$ cat config.mk
export PLATFORM = sky130hd
export DESIGN_NAME = cwgsd_top
export DESIGN_NICKNAME = d
export VERILOG_FILES = /design/src/cwgsd_pkg.sv /design/src/cwgsd_db_if.sv /design/src/cwgsd_deadband.sv /design/src/cwgsd_edge.sv /design/src/cwgsd_top.sv
export SDC_FILE = /design/constraint.sdc
export NUM_CORES = 1
export LEC_CHECK = 0
export BUFFER_PORTS_ARGS = -buffer_cell sky130_fd_sc_hd__buf_4
export CORE_MARGIN = 2
export CORE_UTILIZATION = 54
export CTS_BUF_LIST = sky130_fd_sc_hd__clkbuf_16
export CTS_CLUSTER_DIAMETER = 50
export DETAILED_ROUTE_END_ITERATION = 10
export HOLD_SLACK_MARGIN = 0.12
export PLACE_DENSITY = 0.79
export SKIP_CTS_REPAIR_TIMING = 1
export SYNTH_ARGS = -nofsm -noshare
export SYNTH_HDL_FRONTEND = slang
export SYNTH_HIERARCHICAL = 1
export SYNTH_SLANG_ARGS = --single-unit
$ cat constraint.sdc
create_clock -name CLOCK -period 3.6 [get_ports CLOCK]
set_input_delay 0.72 -clock CLOCK [delete_from_list [all_inputs] [get_ports CLOCK]]
set_output_delay 0.72 -clock CLOCK [all_outputs]
set_load 0.03 [all_outputs]
$ cat src/cwgsd_pkg.sv
// constants, types and register map of the shutdown and dead-band block
// Overview of operation
// - status bit shows shutdown in effect, set by hardware
// - auto-restart bit clears status once cause gone
// - b/d pins follow their shutdown state field
// - a/c pins follow their shutdown state field
// - software may set status to force shutdown
// - after clear, hold shutdown until data rises
// - eight independent shutdown source enable bits
// - source zero is the selected shutdown pin
// - rising dead-band delays output by count periods
// - falling dead-band delays complement by count periods
// - zero count bypasses the dead-band delay
// - dead-band counts have no reset value
// - load bit updates buffers on rise after fall
// - per-output polarity bit inverts and sets inactive
package cwgsd_pkg;

    // ----------------------------------------------------------------
    // register indices; byte address is four times the index
    // ----------------------------------------------------------------
    localparam logic [11:0] RIDX_DB_RISE = 12'h3be;
    localparam logic [11:0] RIDX_DB_FALL = 12'h3bf;
    localparam logic [11:0] RIDX_GEN_CTRL = 12'h3c0;
    localparam logic [11:0] RIDX_POL_CTRL = 12'h3c1;
    localparam logic [11:0] RIDX_SD_CTRL = 12'h3c2;
    localparam logic [11:0] RIDX_SD_SRC = 12'h3c3;

    // ----------------------------------------------------------------
    // field positions and reset values
    // ----------------------------------------------------------------
    localparam int DB_W = 6;
    localparam int GEN_EN_BIT = 7;
    localparam int GEN_LD_BIT = 6;
    localparam int POL_IN_BIT = 5;
    localparam int SD_STAT_BIT = 7;
    localparam int SD_REN_BIT = 6;
    localparam int SD_BD_LO = 4;
    localparam int SD_AC_LO = 2;
    localparam logic [7:0] SD_CTRL_RST = 8'h14;
    localparam logic [7:0] SD_SRC_RST = 8'h00;
    localparam logic [3:0] POL_RST = 4'h0;

    // ----------------------------------------------------------------
    // shutdown state codes of a pin pair
    // ----------------------------------------------------------------
    typedef enum logic [1:0] {
        SDST_INACTIVE = 2'b00,
        SDST_TRISTATE = 2'b01,
        SDST_LOW = 2'b10,
        SDST_HIGH = 2'b11
    } cwgsd_sdst_e;

endpackage : cwgsd_pkg

$ cat src/cwgsd_db_if.sv
// carrier between the top and one dead-band timer
`timescale 1ns/10ps
interface cwgsd_db_if;
    import cwgsd_pkg::*;
    logic lvl;
    logic [DB_W-1:0] count;
    logic active;
    modport timer (input lvl, input count, output active);
    modport user (output lvl, output count, input active);
endinterface : cwgsd_db_if

$ cat src/cwgsd_deadband.sv
// dead-band timer: active rises count clock periods after level rises, falls with level
`timescale 1ns/10ps
module cwgsd_deadband (
    input wire logic clk,
    input wire logic rst_n,
    cwgsd_db_if.timer db
);
    import cwgsd_pkg::*;

    typedef struct packed {
        logic prev;
        logic [DB_W-1:0] cnt;
    } cwgsd_dbst_s;

    cwgsd_dbst_s st_r;
    cwgsd_dbst_s st_nxt;

    // ----------------------------------------------------------------
    // count down from the level's rising edge
    // ----------------------------------------------------------------
    always_comb begin
        st_nxt = st_r;
        st_nxt.prev = db.lvl;
        if (db.lvl && !st_r.prev) begin
            st_nxt.cnt = (db.count == '0) ? '0 : db.count - 1'b1;
        end else if (db.lvl && st_r.cnt != '0) begin
            st_nxt.cnt = st_r.cnt - 1'b1;
        end else if (!db.lvl) begin
            st_nxt.cnt = '0;
        end
    end

    // zero count passes straight through
    assign db.active = db.lvl && (st_r.prev ? st_r.cnt == '0 : db.count == '0);

    always_ff @(posedge clk or negedge rst_n) begin
        // prev starts high so an idle-high level gives no false edge after reset
        if (!rst_n) begin
            st_r <= '{prev: 1'b1, cnt: '0};
        end else begin
            st_r <= st_nxt;
        end
    end

    chk_rise_delay: assert property (@(posedge clk) disable iff (!rst_n)
        ($rose(db.lvl) && db.count == 6'h03 ##1 db.lvl [*3])
        |-> db.active && !$past(db.active))
        else $error("dead-band delay differs from count");

    chk_zero_bypass: assert property (@(posedge clk) disable iff (!rst_n)
        (db.lvl && !st_r.prev && db.count == 6'h00) |-> db.active)
        else $error("zero count did not bypass");

endmodule : cwgsd_deadband

$ cat src/cwgsd_edge.sv
// edge detector for the generator data input
`timescale 1ns/10ps
module cwgsd_edge (
    input wire logic clk,
    input wire logic rst_n,
    input wire logic d,
    output logic rise,
    output logic fall
);
    typedef struct packed {
        logic prev;
    } cwgsd_edst_s;

    cwgsd_edst_s st_r;
    cwgsd_edst_s st_nxt;

    // remember last level
    always_comb begin
        st_nxt = st_r;
        st_nxt.prev = d;
    end

    assign rise = d && !st_r.prev;
    assign fall = !d && st_r.prev;

    always_ff @(posedge clk or negedge rst_n) begin
        if (!rst_n) begin
            st_r <= '0;
        end else begin
            st_r <= st_nxt;
        end
    end

endmodule : cwgsd_edge

$ cat src/cwgsd_top.sv
// auto-shutdown and dead-band block with wishbone register slave
//
// The Wishbone interface to the registers was chosen for this implementation.
`timescale 1ns/10ps
module cwgsd_top (
    input wire logic CLOCK,
    input wire logic RSTN,
    input wire logic CYC_I,
    input wire logic STB_I,
    input wire logic WE_I,
    input wire logic [13:0] ADR_I,
    input wire logic [3:0] SEL_I,
    input wire logic [31:0] DAT_I,
    output logic [31:0] DAT_O,
    output logic ACK_O,
    input wire logic DATA_IN,
    input wire logic [7:0] SHUTDOWN_SRC,
    output logic OUT_A,
    output logic OUT_B,
    output logic OUT_C,
    output logic OUT_D,
    output logic OUT_A_OE_N,
    output logic OUT_B_OE_N,
    output logic OUT_C_OE_N,
    output logic OUT_D_OE_N
);
    import cwgsd_pkg::*;

    // ----------------------------------------------------------------
    // state
    // ----------------------------------------------------------------
    typedef struct packed {
        logic ack;
        logic [7:0] rdat;
        logic en;
        logic ld;
        logic ld_fall;
        logic [3:0] pol;
        logic sd;
        logic ren;
        cwgsd_sdst_e bd;
        cwgsd_sdst_e ac;
        logic [7:0] srcen;
        logic hold;
        logic [3:0] out;
        logic [3:0] oe_n;
    } cwgsd_st_s;

    // counts and their working buffers carry no reset
    typedef struct packed {
        logic [DB_W-1:0] rising_deadband_count;
        logic [DB_W-1:0] dbf;
        logic [DB_W-1:0] bufr;
        logic [DB_W-1:0] buff;
    } cwgsd_cnt_s;

    cwgsd_st_s s_r;
    cwgsd_st_s s_nxt;
    cwgsd_cnt_s c_r;
    cwgsd_cnt_s c_nxt;

    logic req;
    logic wr_commit;
    logic [11:0] widx;
    logic sd_event;
    logic rise;
    logic fall;
    logic load_buf;

    // ----------------------------------------------------------------
    // pin drive for one output
    // ----------------------------------------------------------------
    // returns {oe_n, value}
    function automatic logic [1:0] pin_drive(input logic hold, input logic en,
                                             input cwgsd_sdst_e st, input logic act,
                                             input logic pol);
        logic [1:0] r;
        r = 2'b10;
        if (hold) begin
            unique case (st)
                SDST_HIGH: r = 2'b01;
                SDST_LOW: r = 2'b00;
                SDST_TRISTATE: r = 2'b10;
                SDST_INACTIVE: r = {1'b0, pol};
            endcase
        end else if (en) begin
            r = {1'b0, act ^ pol};
        end
        return r;
    endfunction : pin_drive

    // ----------------------------------------------------------------
    // helpers: edges, dead-band timers, bus decode
    // ----------------------------------------------------------------
    cwgsd_db_if rise_if ();
    cwgsd_db_if fall_if ();

    cwgsd_edge u_edge (
        .clk(CLOCK),
        .rst_n(RSTN),
        .d(DATA_IN),
        .rise(rise),
        .fall(fall)
    );

    // rising timer delays a/c, falling timer delays b/d
    assign rise_if.lvl = DATA_IN;
    // a loading edge already times with the newly loaded count
    assign rise_if.count = load_buf ? c_r.rising_deadband_count : c_r.bufr;
    assign fall_if.lvl = !DATA_IN;
    assign fall_if.count = load_buf ? c_r.dbf : c_r.buff;

    cwgsd_deadband u_db_rise (
        .clk(CLOCK),
        .rst_n(RSTN),
        .db(rise_if.timer)
    );

    cwgsd_deadband u_db_fall (
        .clk(CLOCK),
        .rst_n(RSTN),
        .db(fall_if.timer)
    );

    // write takes effect at the edge where the master sees ack
    assign req = CYC_I && STB_I;
    assign wr_commit = req && WE_I && s_r.ack && SEL_I[0];
    assign widx = ADR_I[13:2];

    // source 0 is the pin routed in by the pin selection
    assign sd_event = |(SHUTDOWN_SRC & s_r.srcen);

    // buffers reload on the rise that follows a fall after load request
    assign load_buf = !s_r.en || (s_r.ld_fall && rise);

    // ----------------------------------------------------------------
    // next state
    // ----------------------------------------------------------------
    always_comb begin
        logic [1:0] d;
        d = 2'b00;
        s_nxt = s_r;
        c_nxt = c_r;

        // bus answer: one ack per request, dropped the next cycle
        s_nxt.ack = req && !s_r.ack;
        if (req && !s_r.ack) begin
            unique case (widx)
                RIDX_DB_RISE: s_nxt.rdat = {2'b00, c_r.rising_deadband_count};
                RIDX_DB_FALL: s_nxt.rdat = {2'b00, c_r.dbf};
                RIDX_GEN_CTRL: s_nxt.rdat = {s_r.en, s_r.ld, 6'h00};
                RIDX_POL_CTRL: s_nxt.rdat = {2'b00, DATA_IN, 1'b0, s_r.pol};
                RIDX_SD_CTRL: s_nxt.rdat = {s_r.sd, s_r.ren, s_r.bd, s_r.ac, 2'b00};
                RIDX_SD_SRC: s_nxt.rdat = s_r.srcen;
                default: s_nxt.rdat = 8'h00;
            endcase
        end

        // register writes
        if (wr_commit) begin
            unique case (widx)
                RIDX_DB_RISE: c_nxt.rising_deadband_count = DAT_I[DB_W-1:0];
                RIDX_DB_FALL: c_nxt.dbf = DAT_I[DB_W-1:0];
                RIDX_GEN_CTRL: begin
                    s_nxt.en = DAT_I[GEN_EN_BIT];
                    // load request only counts once enabled
                    if (s_r.en && DAT_I[GEN_LD_BIT]) begin
                        s_nxt.ld = 1'b1;
                    end
                end
                RIDX_POL_CTRL: s_nxt.pol = DAT_I[3:0];
                RIDX_SD_CTRL: begin
                    s_nxt.ren = DAT_I[SD_REN_BIT];
                    s_nxt.bd = cwgsd_sdst_e'(DAT_I[SD_BD_LO+1:SD_BD_LO]);
                    s_nxt.ac = cwgsd_sdst_e'(DAT_I[SD_AC_LO+1:SD_AC_LO]);
                end
                RIDX_SD_SRC: s_nxt.srcen = DAT_I[7:0];
                default: s_nxt.en = s_r.en;
            endcase
        end

        // shutdown status: hardware set beats software clear
        if (sd_event) begin
            s_nxt.sd = 1'b1;
        end else if (wr_commit && widx == RIDX_SD_CTRL) begin
            s_nxt.sd = DAT_I[SD_STAT_BIT];
        end else if (s_r.ren) begin
            s_nxt.sd = 1'b0;
        end

        // outputs stay shut until the data input rises with status clear
        s_nxt.hold = s_nxt.sd || (s_r.hold && !(rise && !s_r.sd));

        // load sequencing: wait for a fall, then a rise
        if (!s_nxt.en) begin
            s_nxt.ld = 1'b0;
            s_nxt.ld_fall = 1'b0;
        end else if (s_r.ld && s_r.ld_fall && rise) begin
            s_nxt.ld = 1'b0;
            s_nxt.ld_fall = 1'b0;
        end else if (s_r.ld && fall) begin
            s_nxt.ld_fall = 1'b1;
        end
        if (load_buf) begin
            c_nxt.bufr = c_r.rising_deadband_count;
            c_nxt.buff = c_r.dbf;
        end

        // pin drive: a and c from rising timer, b and d from falling
        d = pin_drive(s_nxt.hold, s_nxt.en, s_nxt.ac, rise_if.active, s_nxt.pol[0]);
        {s_nxt.oe_n[0], s_nxt.out[0]} = d;
        d = pin_drive(s_nxt.hold, s_nxt.en, s_nxt.bd, fall_if.active, s_nxt.pol[1]);
        {s_nxt.oe_n[1], s_nxt.out[1]} = d;
        d = pin_drive(s_nxt.hold, s_nxt.en, s_nxt.ac, rise_if.active, s_nxt.pol[2]);
        {s_nxt.oe_n[2], s_nxt.out[2]} = d;
        d = pin_drive(s_nxt.hold, s_nxt.en, s_nxt.bd, fall_if.active, s_nxt.pol[3]);
        {s_nxt.oe_n[3], s_nxt.out[3]} = d;
    end

    // ----------------------------------------------------------------
    // registers
    // ----------------------------------------------------------------
    // control state with asynchronous reset
    always_ff @(posedge CLOCK or negedge RSTN) begin
        if (!RSTN) begin
            s_r <= '{ack: 1'b0, rdat: 8'h00, en: 1'b0, ld: 1'b0, ld_fall: 1'b0,
                     pol: POL_RST, sd: SD_CTRL_RST[SD_STAT_BIT],
                     ren: SD_CTRL_RST[SD_REN_BIT],
                     bd: cwgsd_sdst_e'(SD_CTRL_RST[SD_BD_LO+1:SD_BD_LO]),
                     ac: cwgsd_sdst_e'(SD_CTRL_RST[SD_AC_LO+1:SD_AC_LO]),
                     srcen: SD_SRC_RST, hold: 1'b0, out: 4'h0, oe_n: 4'hf};
        end else begin
            s_r <= s_nxt;
        end
    end

    // counts survive every reset this block sees
    always_ff @(posedge CLOCK) begin
        c_r <= c_nxt;
    end

    // ----------------------------------------------------------------
    // outputs
    // ----------------------------------------------------------------
    assign DAT_O = {24'h000000, s_r.rdat};
    assign ACK_O = s_r.ack;
    assign OUT_A = s_r.out[0];
    assign OUT_B = s_r.out[1];
    assign OUT_C = s_r.out[2];
    assign OUT_D = s_r.out[3];
    assign OUT_A_OE_N = s_r.oe_n[0];
    assign OUT_B_OE_N = s_r.oe_n[1];
    assign OUT_C_OE_N = s_r.oe_n[2];
    assign OUT_D_OE_N = s_r.oe_n[3];

    // ----------------------------------------------------------------
    // checks
    // ----------------------------------------------------------------
    chk_status_set_event: assert property (@(posedge CLOCK) disable iff (!RSTN)
        sd_event |=> s_r.sd && s_r.hold)
        else $error("enabled source did not set shutdown status");

    chk_no_auto_restart: assert property (@(posedge CLOCK) disable iff (!RSTN)
        (s_r.sd && !s_r.ren && !(wr_commit && widx == RIDX_SD_CTRL)) |=> s_r.sd)
        else $error("status cleared without auto-restart");

    chk_auto_restart: assert property (@(posedge CLOCK) disable iff (!RSTN)
        (s_r.sd && s_r.ren && !sd_event && !wr_commit) |=> !s_r.sd)
        else $error("auto-restart did not clear status");

    chk_bd_state_high: assert property (@(posedge CLOCK) disable iff (!RSTN)
        (s_r.hold && s_r.bd == SDST_HIGH) |-> OUT_B && OUT_D && !OUT_B_OE_N && !OUT_D_OE_N)
        else $error("b/d not high in shutdown");

    chk_bd_state_low: assert property (@(posedge CLOCK) disable iff (!RSTN)
        (s_r.hold && s_r.bd == SDST_LOW) |-> !OUT_B && !OUT_D && !OUT_B_OE_N && !OUT_D_OE_N)
        else $error("b/d not low in shutdown");

    chk_bd_state_tri: assert property (@(posedge CLOCK) disable iff (!RSTN)
        (s_r.hold && s_r.bd == SDST_TRISTATE) |-> OUT_B_OE_N && OUT_D_OE_N)
        else $error("b/d driven in tri-state shutdown");

    chk_bd_state_inact: assert property (@(posedge CLOCK) disable iff (!RSTN)
        (s_r.hold && s_r.bd == SDST_INACTIVE) |-> OUT_D == s_r.pol[3] && !OUT_D_OE_N)
        else $error("d not at inactive level");

    chk_ac_state_high: assert property (@(posedge CLOCK) disable iff (!RSTN)
        (s_r.hold && s_r.ac == SDST_HIGH) |-> OUT_A && OUT_C && !OUT_A_OE_N && !OUT_C_OE_N)
        else $error("a/c not high in shutdown");

    chk_ac_state_low: assert property (@(posedge CLOCK) disable iff (!RSTN)
        (s_r.hold && s_r.ac == SDST_LOW) |-> !OUT_A && !OUT_C && !OUT_A_OE_N && !OUT_C_OE_N)
        else $error("a/c not low in shutdown");

    chk_ac_state_tri: assert property (@(posedge CLOCK) disable iff (!RSTN)
        (s_r.hold && s_r.ac == SDST_TRISTATE) |-> OUT_A_OE_N && OUT_C_OE_N)
        else $error("a/c driven in tri-state shutdown");

    chk_ac_state_inact: assert property (@(posedge CLOCK) disable iff (!RSTN)
        (s_r.hold && s_r.ac == SDST_INACTIVE) |-> OUT_A == s_r.pol[0] && !OUT_A_OE_N)
        else $error("a not at inactive level");

    chk_sw_force: assert property (@(posedge CLOCK) disable iff (!RSTN)
        (wr_commit && widx == RIDX_SD_CTRL && DAT_I[SD_STAT_BIT]) |=> s_r.sd ##0 s_r.hold)
        else $error("software set did not force shutdown");

    chk_idle_undriven: assert property (@(posedge CLOCK) disable iff (!RSTN)
        (!s_r.hold && !s_r.en) |-> OUT_A_OE_N && OUT_B_OE_N && OUT_C_OE_N && OUT_D_OE_N)
        else $error("pins driven while disabled and not shut down");

    chk_hold_to_rise: assert property (@(posedge CLOCK) disable iff (!RSTN)
        (s_r.hold && !rise) |=> s_r.hold)
        else $error("shutdown left before data rising edge");

    chk_masked_source: assert property (@(posedge CLOCK) disable iff (!RSTN)
        (!s_r.sd && !sd_event && !(wr_commit && widx == RIDX_SD_CTRL)) |=> !s_r.sd)
        else $error("status set without an enabled source");

    chk_buf_steady: assert property (@(posedge CLOCK) disable iff (!RSTN)
        (s_r.en && !(s_r.ld_fall && rise)) |=> $stable(c_r.bufr) && $stable(c_r.buff))
        else $error("dead-band buffer changed without load");

    chk_load_done: assert property (@(posedge CLOCK) disable iff (!RSTN)
        (s_r.en && s_r.ld && s_r.ld_fall && rise) |=> !s_r.ld && c_r.bufr == $past(c_r.rising_deadband_count))
        else $error("load edge did not refresh the rising buffer");

    chk_ld_needs_en: assert property (@(posedge CLOCK) disable iff (!RSTN)
        (wr_commit && widx == RIDX_GEN_CTRL && !s_r.en) |=> !s_r.ld)
        else $error("load request taken while disabled");

    chk_ack_answer: assert property (@(posedge CLOCK) disable iff (!RSTN)
        (req && !s_r.ack) |=> ACK_O)
        else $error("request not acknowledged in one cycle");

    chk_ack_one: assert property (@(posedge CLOCK) disable iff (!RSTN)
        ACK_O |=> !ACK_O)
        else $error("ack held longer than one cycle");

endmodule : cwgsd_top

# After elaboration in Yosys (flattened, before gate mapping)
# Index checks and enable logic that the tools add are counted.
# op_classes
muxes	41
n_reduce_logical	46
n_bitwise	5
n_eq_ne	17
n_addsub	4
# ops
op	n
$eq 12x10->1 const B	6
$mux 6	10
$pmux 8 s6	1
$pmux 2 s4	4
$logic_not 6->1	4
$sub 6x1->6 const B	4
$logic_and 1x1->1	21
$mux 2	10
$ne 3x1->1 const B	5
$mux 12	1
$mux 4	3
$reduce_bool 6->1	2
$mux 1	11
$and 8x8->8	1
$eq 2x2->1 const B	4
$logic_not 1->1	8
$mux 8	1
$reduce_and 2->1	4
$reduce_or 8->1	1
$eq 2x1->1 const B	2
$logic_not 2->1	2
$xor 1x1->1	4
$reduce_and 3->1	1
$reduce_bool 3->1	1
$logic_or 1x1->1	2
# word_totals
input_bits	64
output_inout_bits	41
regBits	78
word_cells	136

# Depth between registers and ports, before layout
# depth
word_depth	11
ltp_mapped	12
ltp_nobuf	11

# Hierarchy
# The synthesis kept the hierarchy.
# by_module_without_submodules
mod	instances	area_per_inst_um2	cells_each
cwgsd_top	1	3126.7	256
cwgsd_deadband	2	516.7	53
cwgsd_edge	1	40.0	3

# Worst setup path after synthesis
# No wires, ideal clock.
# synth_timing
path_type	input to register
start	input DATA_IN
end	register s_r (netlist bit OUT_B)
t_arrival_ns	2.972
cell_stages	11
setup_ns	0.126
t_required_ns	3.474
slack_ns	0.502
path_cell_list	nor2b_1 nand2_1 and2_0 clkbuf_1 mux2_2 nor3_4 nand3_1 o21ai_0 a21o_1 a21boi_2 a311o_1
# synth_lines
item	line	text
start: declaration	cwgsd_top.sv:16	input wire logic DATA_IN,
end signal: assignment	cwgsd_top.sv:226	s_r <= '{ack: 1'b0, rdat: 8'h00, en: 1'b0, ld: 1'b0, ld_fall: 1'b0,
end signal: assignment	cwgsd_top.sv:233	s_r <= s_nxt;
end: declaration	cwgsd_top.sv:57	cwgsd_st_s s_r;

==> impl_metrics.csv <==
group,metric,value,unit
floorplan,core_region,0.00765,mm²
detailed_routing,detail_route.drc_violations,0,
run_status,run_status,"completed",
placement,numPortBuffers,51,
logic_synthesis,yosysSeqAreaShare,48.3,%
logic_synthesis,synth_simple_gate_area_share,14.7,%
pwr,power.sequential.fraction,47.4,%
pwr,internal_power,1.49,mW
sta,finalSetupViolCount,0,
clock_tree,clock_tree.buffer_depth,2,
pwr,comb_power_share,10.3,%
critical_path,crit-reg2reg-launch,"u_edge/st_r$_DFF_PN0_",
sta,hold_violations,0,
critical_path,rr_endpoint,"OUT_B$_DFF_PN0_",
detailed_routing,ant_nets,0,
clock_tree,clock_tree.root_cell,"sky130_fd_sc_hd__clkbuf_16",
clock_tree,cts.sink_count,76,
placement,dp_hpwl,6.53,mm
placement,gp_congestion,0.853,
detailed_routing,drt-pass1-iter-count,5,
sta,max_slew.worst_pin.slew,0.841,ns
clock_tree,cts_tree,"done",
sta,skew,0.00607,ns
sta,relSlewSlack,43.4,%
logic_synthesis,synth-xor-area-share,3.54,%
global_route,first_global_vias,2857,
pwr,pwr_density_cell,402,mW/mm²
run,cap_violations,0,
finish,flow.area_growth_from_synthesis,15.2,%
detailed_routing,drt_iter0_markers,278,
critical_path,path_type_of_the_worst_setup_path,"input pin to register",
logic_synthesis,area_share_of_the_largest_cell_type_after_synthesis,27.4,%
logic_synthesis,synth_area_leader_cell,"sky130_fd_sc_hd__dfrtp_1",
floorplan,start_util,54.9,%
sta,fmax,0.309,GHz
pwr,vdd.ir_drop.worst,0.284,mV
pwr,share_clk_of_total_power,42.3,%
clock_tree,clk_latency,0.32,ns
logic_synthesis,synth-main-ff-cell,"sky130_fd_sc_hd__dfrtp_1",
logic_synthesis,post_synth_main_area_contributors,"sky130_fd_sc_hd__dfrtp_1, sky130_fd_sc_hd__edfxtp_1, sky130_fd_sc_hd__mux2_2",
logic_synthesis,post-synth-top-count-cell,"sky130_fd_sc_hd__dfrtp_1",
clock_tree,tritoncts.num_buffers,9,
sta,unrepaired_setup_endpoints_after_global_routing,"no",
clock_tree,htree_levels,3,
critical_path,reg2reg_depth,12,
logic_synthesis,syn_area_per_cell,11.5,µm²
critical_path,timing.critical_path.to_type,"register",
logic_synthesis,edff_count_synth,24,
clock_tree,worst_setup_hold_path_clk_slew,0.06,ns
floorplan,design.portCount,105,
logic_synthesis,adder_and_majority_gate_portion_of_the_synthesized_area,2.38,%
floorplan,floorplan.rows,32,
logic_synthesis,postSynthCellCount,365,
logic_synthesis,synth_commonest_cells,"sky130_fd_sc_hd__dfrtp_1, sky130_fd_sc_hd__buf_4, sky130_fd_sc_hd__mux2_2",
global_route,grt_overflow,0,
critical_path,signal_arrival_time_at_the_worst_endpoint,3.44,ns
detailed_routing,routed_wirelength,8.64,mm
finish,diodes,0,
detailed_routing,wl_per_cell,16.5,µm
global_route,first_pass_grt_wire_length,14.3,mm
global_route,grt_antenna_before_repair,0,
sta,share_of_the_clock_period_used_by_the_worst_path,89.9,%
sta,fin_setup_tns,0,ns
global_route,globalRouteTotalUtil,21.7,%
global_route,largest_net_degree_at_the_start_of_global_routing,53,
logic_synthesis,dominant_combinational_cell_family_by_area_after_synthesis,"simple AND/OR/NAND/NOR gates",
logic_synthesis,synth_area,0.00420,mm²
logic_synthesis,share_of_synthesized_registers_carrying_an_async_set_or_reset,68.4,%
pwr,power.net_switching,458,µW
logic_synthesis,synth_warnings,6,
hold_path,hold_class,"input pin to async pin",
finish,design.final.nets,489,
logic_synthesis,synth.ff_latch_count,76,
detailed_routing,via_density_per_instance,5.70,
finish,final_core_utilization,63.3,%
critical_path,critPathRequiredTime,3.80,ns
floorplan,dieHeight,92.2,µm
pwr,total_leakage_power,2.14,nW
pwr,switching_share,23.5,%
floorplan,dieArea,0.00850,mm²
critical_path,path_max_fanout,12,
floorplan,dieWidth,92.2,µm
finish,final_layout_size_suffix_gt1_share,30.3,%
critical_path,r2r_setup_slk,0.61,ns
critical_path,worstSetupStartpointType,"input pin",
logic_synthesis,synth_compound_gate_area_share,12.4,%
logic_synthesis,synth.distinct_cells,63,
sta,layout_min_cycle_time,3.24,ns
logic_synthesis,yosys-mux-area-fraction,9.86,%
sta,slew_viols_final,0,
detailed_routing,dr_total_vias,2986,
critical path, stage by stage:
cell,delay (ns)
sky130_fd_sc_hd__buf_4,0.11
sky130_fd_sc_hd__nor2b_1,0.14
sky130_fd_sc_hd__nand2_1,0.09
sky130_fd_sc_hd__and2_0,0.67
sky130_fd_sc_hd__mux2_2,0.45
sky130_fd_sc_hd__inv_1,0.11
sky130_fd_sc_hd__ha_1,0.22
sky130_fd_sc_hd__nand3_1,0.08
sky130_fd_sc_hd__o21ai_0,0.23
sky130_fd_sc_hd__buf_4,0.18
sky130_fd_sc_hd__a21o_1,0.10
sky130_fd_sc_hd__a21boi_2,0.05
sky130_fd_sc_hd__a311o_1,0.29
state kept, by name (all words and copies together), names as in the netlist:
register and count:
ACK_O 1, DAT_O 8, OUT_A 1, OUT_B 1
OUT_B_OE_N 1, OUT_C 1, OUT_C_OE_N 1, OUT_D 1
c_r 24, s_r 22, u_db_fall/st_r 7, u_db_rise/st_r 7
u_edge/st_r 1
area by class of cell:
cell class	instances	area [µm²]
clock buffer	10	250
clock inverter	6	27.5
fill	600	2810
inverter	23	86.3
multi-input combinational	250	1890
sequential	76	2030
tap	102	128
timing repair buffer	57	428
logic make-up (layout without fill, tap and decap cells):
| family | Yosys count | after routing |
|---|---|---|
| flip-flops | 76 | 76 |
| adder cells (fa/ha/maj) | 8 | 8 |
| other | 1 | 24 |
| multiplexers | 37 | 37 |
| buffers and inverters | 62 | 96 |
| AND/OR/NAND/NOR | 96 | 96 |
| XOR/XNOR | 17 | 17 |
| AO/OA/AOI/OAI | 68 | 68 |
per-stage QoR:
step	hold WS [ns]	cells	power (mW)	area, µm²	setup slack [ns]
after floorplan	0.424	388	1.08	4290	0.502
after global placement	0.466	508	1.13	4560	0.0789
after detailed placement	0.476	508	1.14	4560	0.0683
after CTS	0.448	524	1.96	4840	0.366
after global routing	0.478	524	2.02	4840	0.175
final	0.421	524	1.95	4840	0.364
power by group through the flow:
| stage | registers [mW] | logic, mW | clock network [mW] |
|---|---|---|---|
| 6_report | 0.923 | 0.201 | 0.823 |
| 5_1_grt | 0.925 | 0.222 | 0.876 |
| 4_1_cts | 0.923 | 0.202 | 0.834 |
| 3_5_place_dp | 0.939 | 0.201 | 0 |
| 3_3_place_gp | 0.938 | 0.193 | 0 |
| 2_1_floorplan | 0.937 | 0.148 | 0 |
placed cells by master, fill, tap and decap left out, types with 3 or more instances in the layout:
cell type / instances
sky130_fd_sc_hd__buf_4: 57
sky130_fd_sc_hd__dfrtp_1: 46
sky130_fd_sc_hd__mux2_2: 27
sky130_fd_sc_hd__conb_1: 24
sky130_fd_sc_hd__edfxtp_1: 24
sky130_fd_sc_hd__inv_1: 23
sky130_fd_sc_hd__nand3_1: 15
sky130_fd_sc_hd__nor2_1: 15
sky130_fd_sc_hd__o21ai_0: 14
sky130_fd_sc_hd__nand2_1: 12
sky130_fd_sc_hd__clkbuf_16: 10
sky130_fd_sc_hd__nor3_1: 9
sky130_fd_sc_hd__a22oi_1: 9
sky130_fd_sc_hd__xnor2_1: 9
sky130_fd_sc_hd__mux2i_1: 8
sky130_fd_sc_hd__a22o_1: 8
sky130_fd_sc_hd__xor2_1: 8
sky130_fd_sc_hd__ha_1: 8
sky130_fd_sc_hd__nor3b_1: 7
sky130_fd_sc_hd__dfstp_2: 6
sky130_fd_sc_hd__and2_1: 5
sky130_fd_sc_hd__a21oi_1: 5
sky130_fd_sc_hd__nand4_1: 4
sky130_fd_sc_hd__nor4_1: 4
sky130_fd_sc_hd__a222oi_1: 4
sky130_fd_sc_hd__a2bb2oi_1: 4
sky130_fd_sc_hd__o22ai_1: 4
sky130_fd_sc_hd__nand2b_1: 3
per-layer routing:
layer	routed length, µm	part of all wire [%]	GRT usage [%]	vias up
li1	-	-	-	1394
met1	3920	45	30.2	1461
met2	4080	47	34.4	118
met3	498	5.8	3.45	13
met4	152	1.8	8.71	0
met5	0	0	0	-
how the worst max path moves through the flow:
stage                       start         endpoint  slack (ns)  cells past startpoint
final                     DATA_IN  OUT_B$_DFF_PN0_        0.36                     13
after global routing      DATA_IN  OUT_B$_DFF_PN0_        0.18                     13
after CTS                 DATA_IN  OUT_B$_DFF_PN0_        0.37                     13
after detailed placement  DATA_IN  OUT_B$_DFF_PN0_        0.07                     12
after global placement    DATA_IN  OUT_B$_DFF_PN0_        0.08                     12
after floorplan           DATA_IN  OUT_B$_DFF_PN0_        0.50                     11
Power figures use the tool's default switching activity.
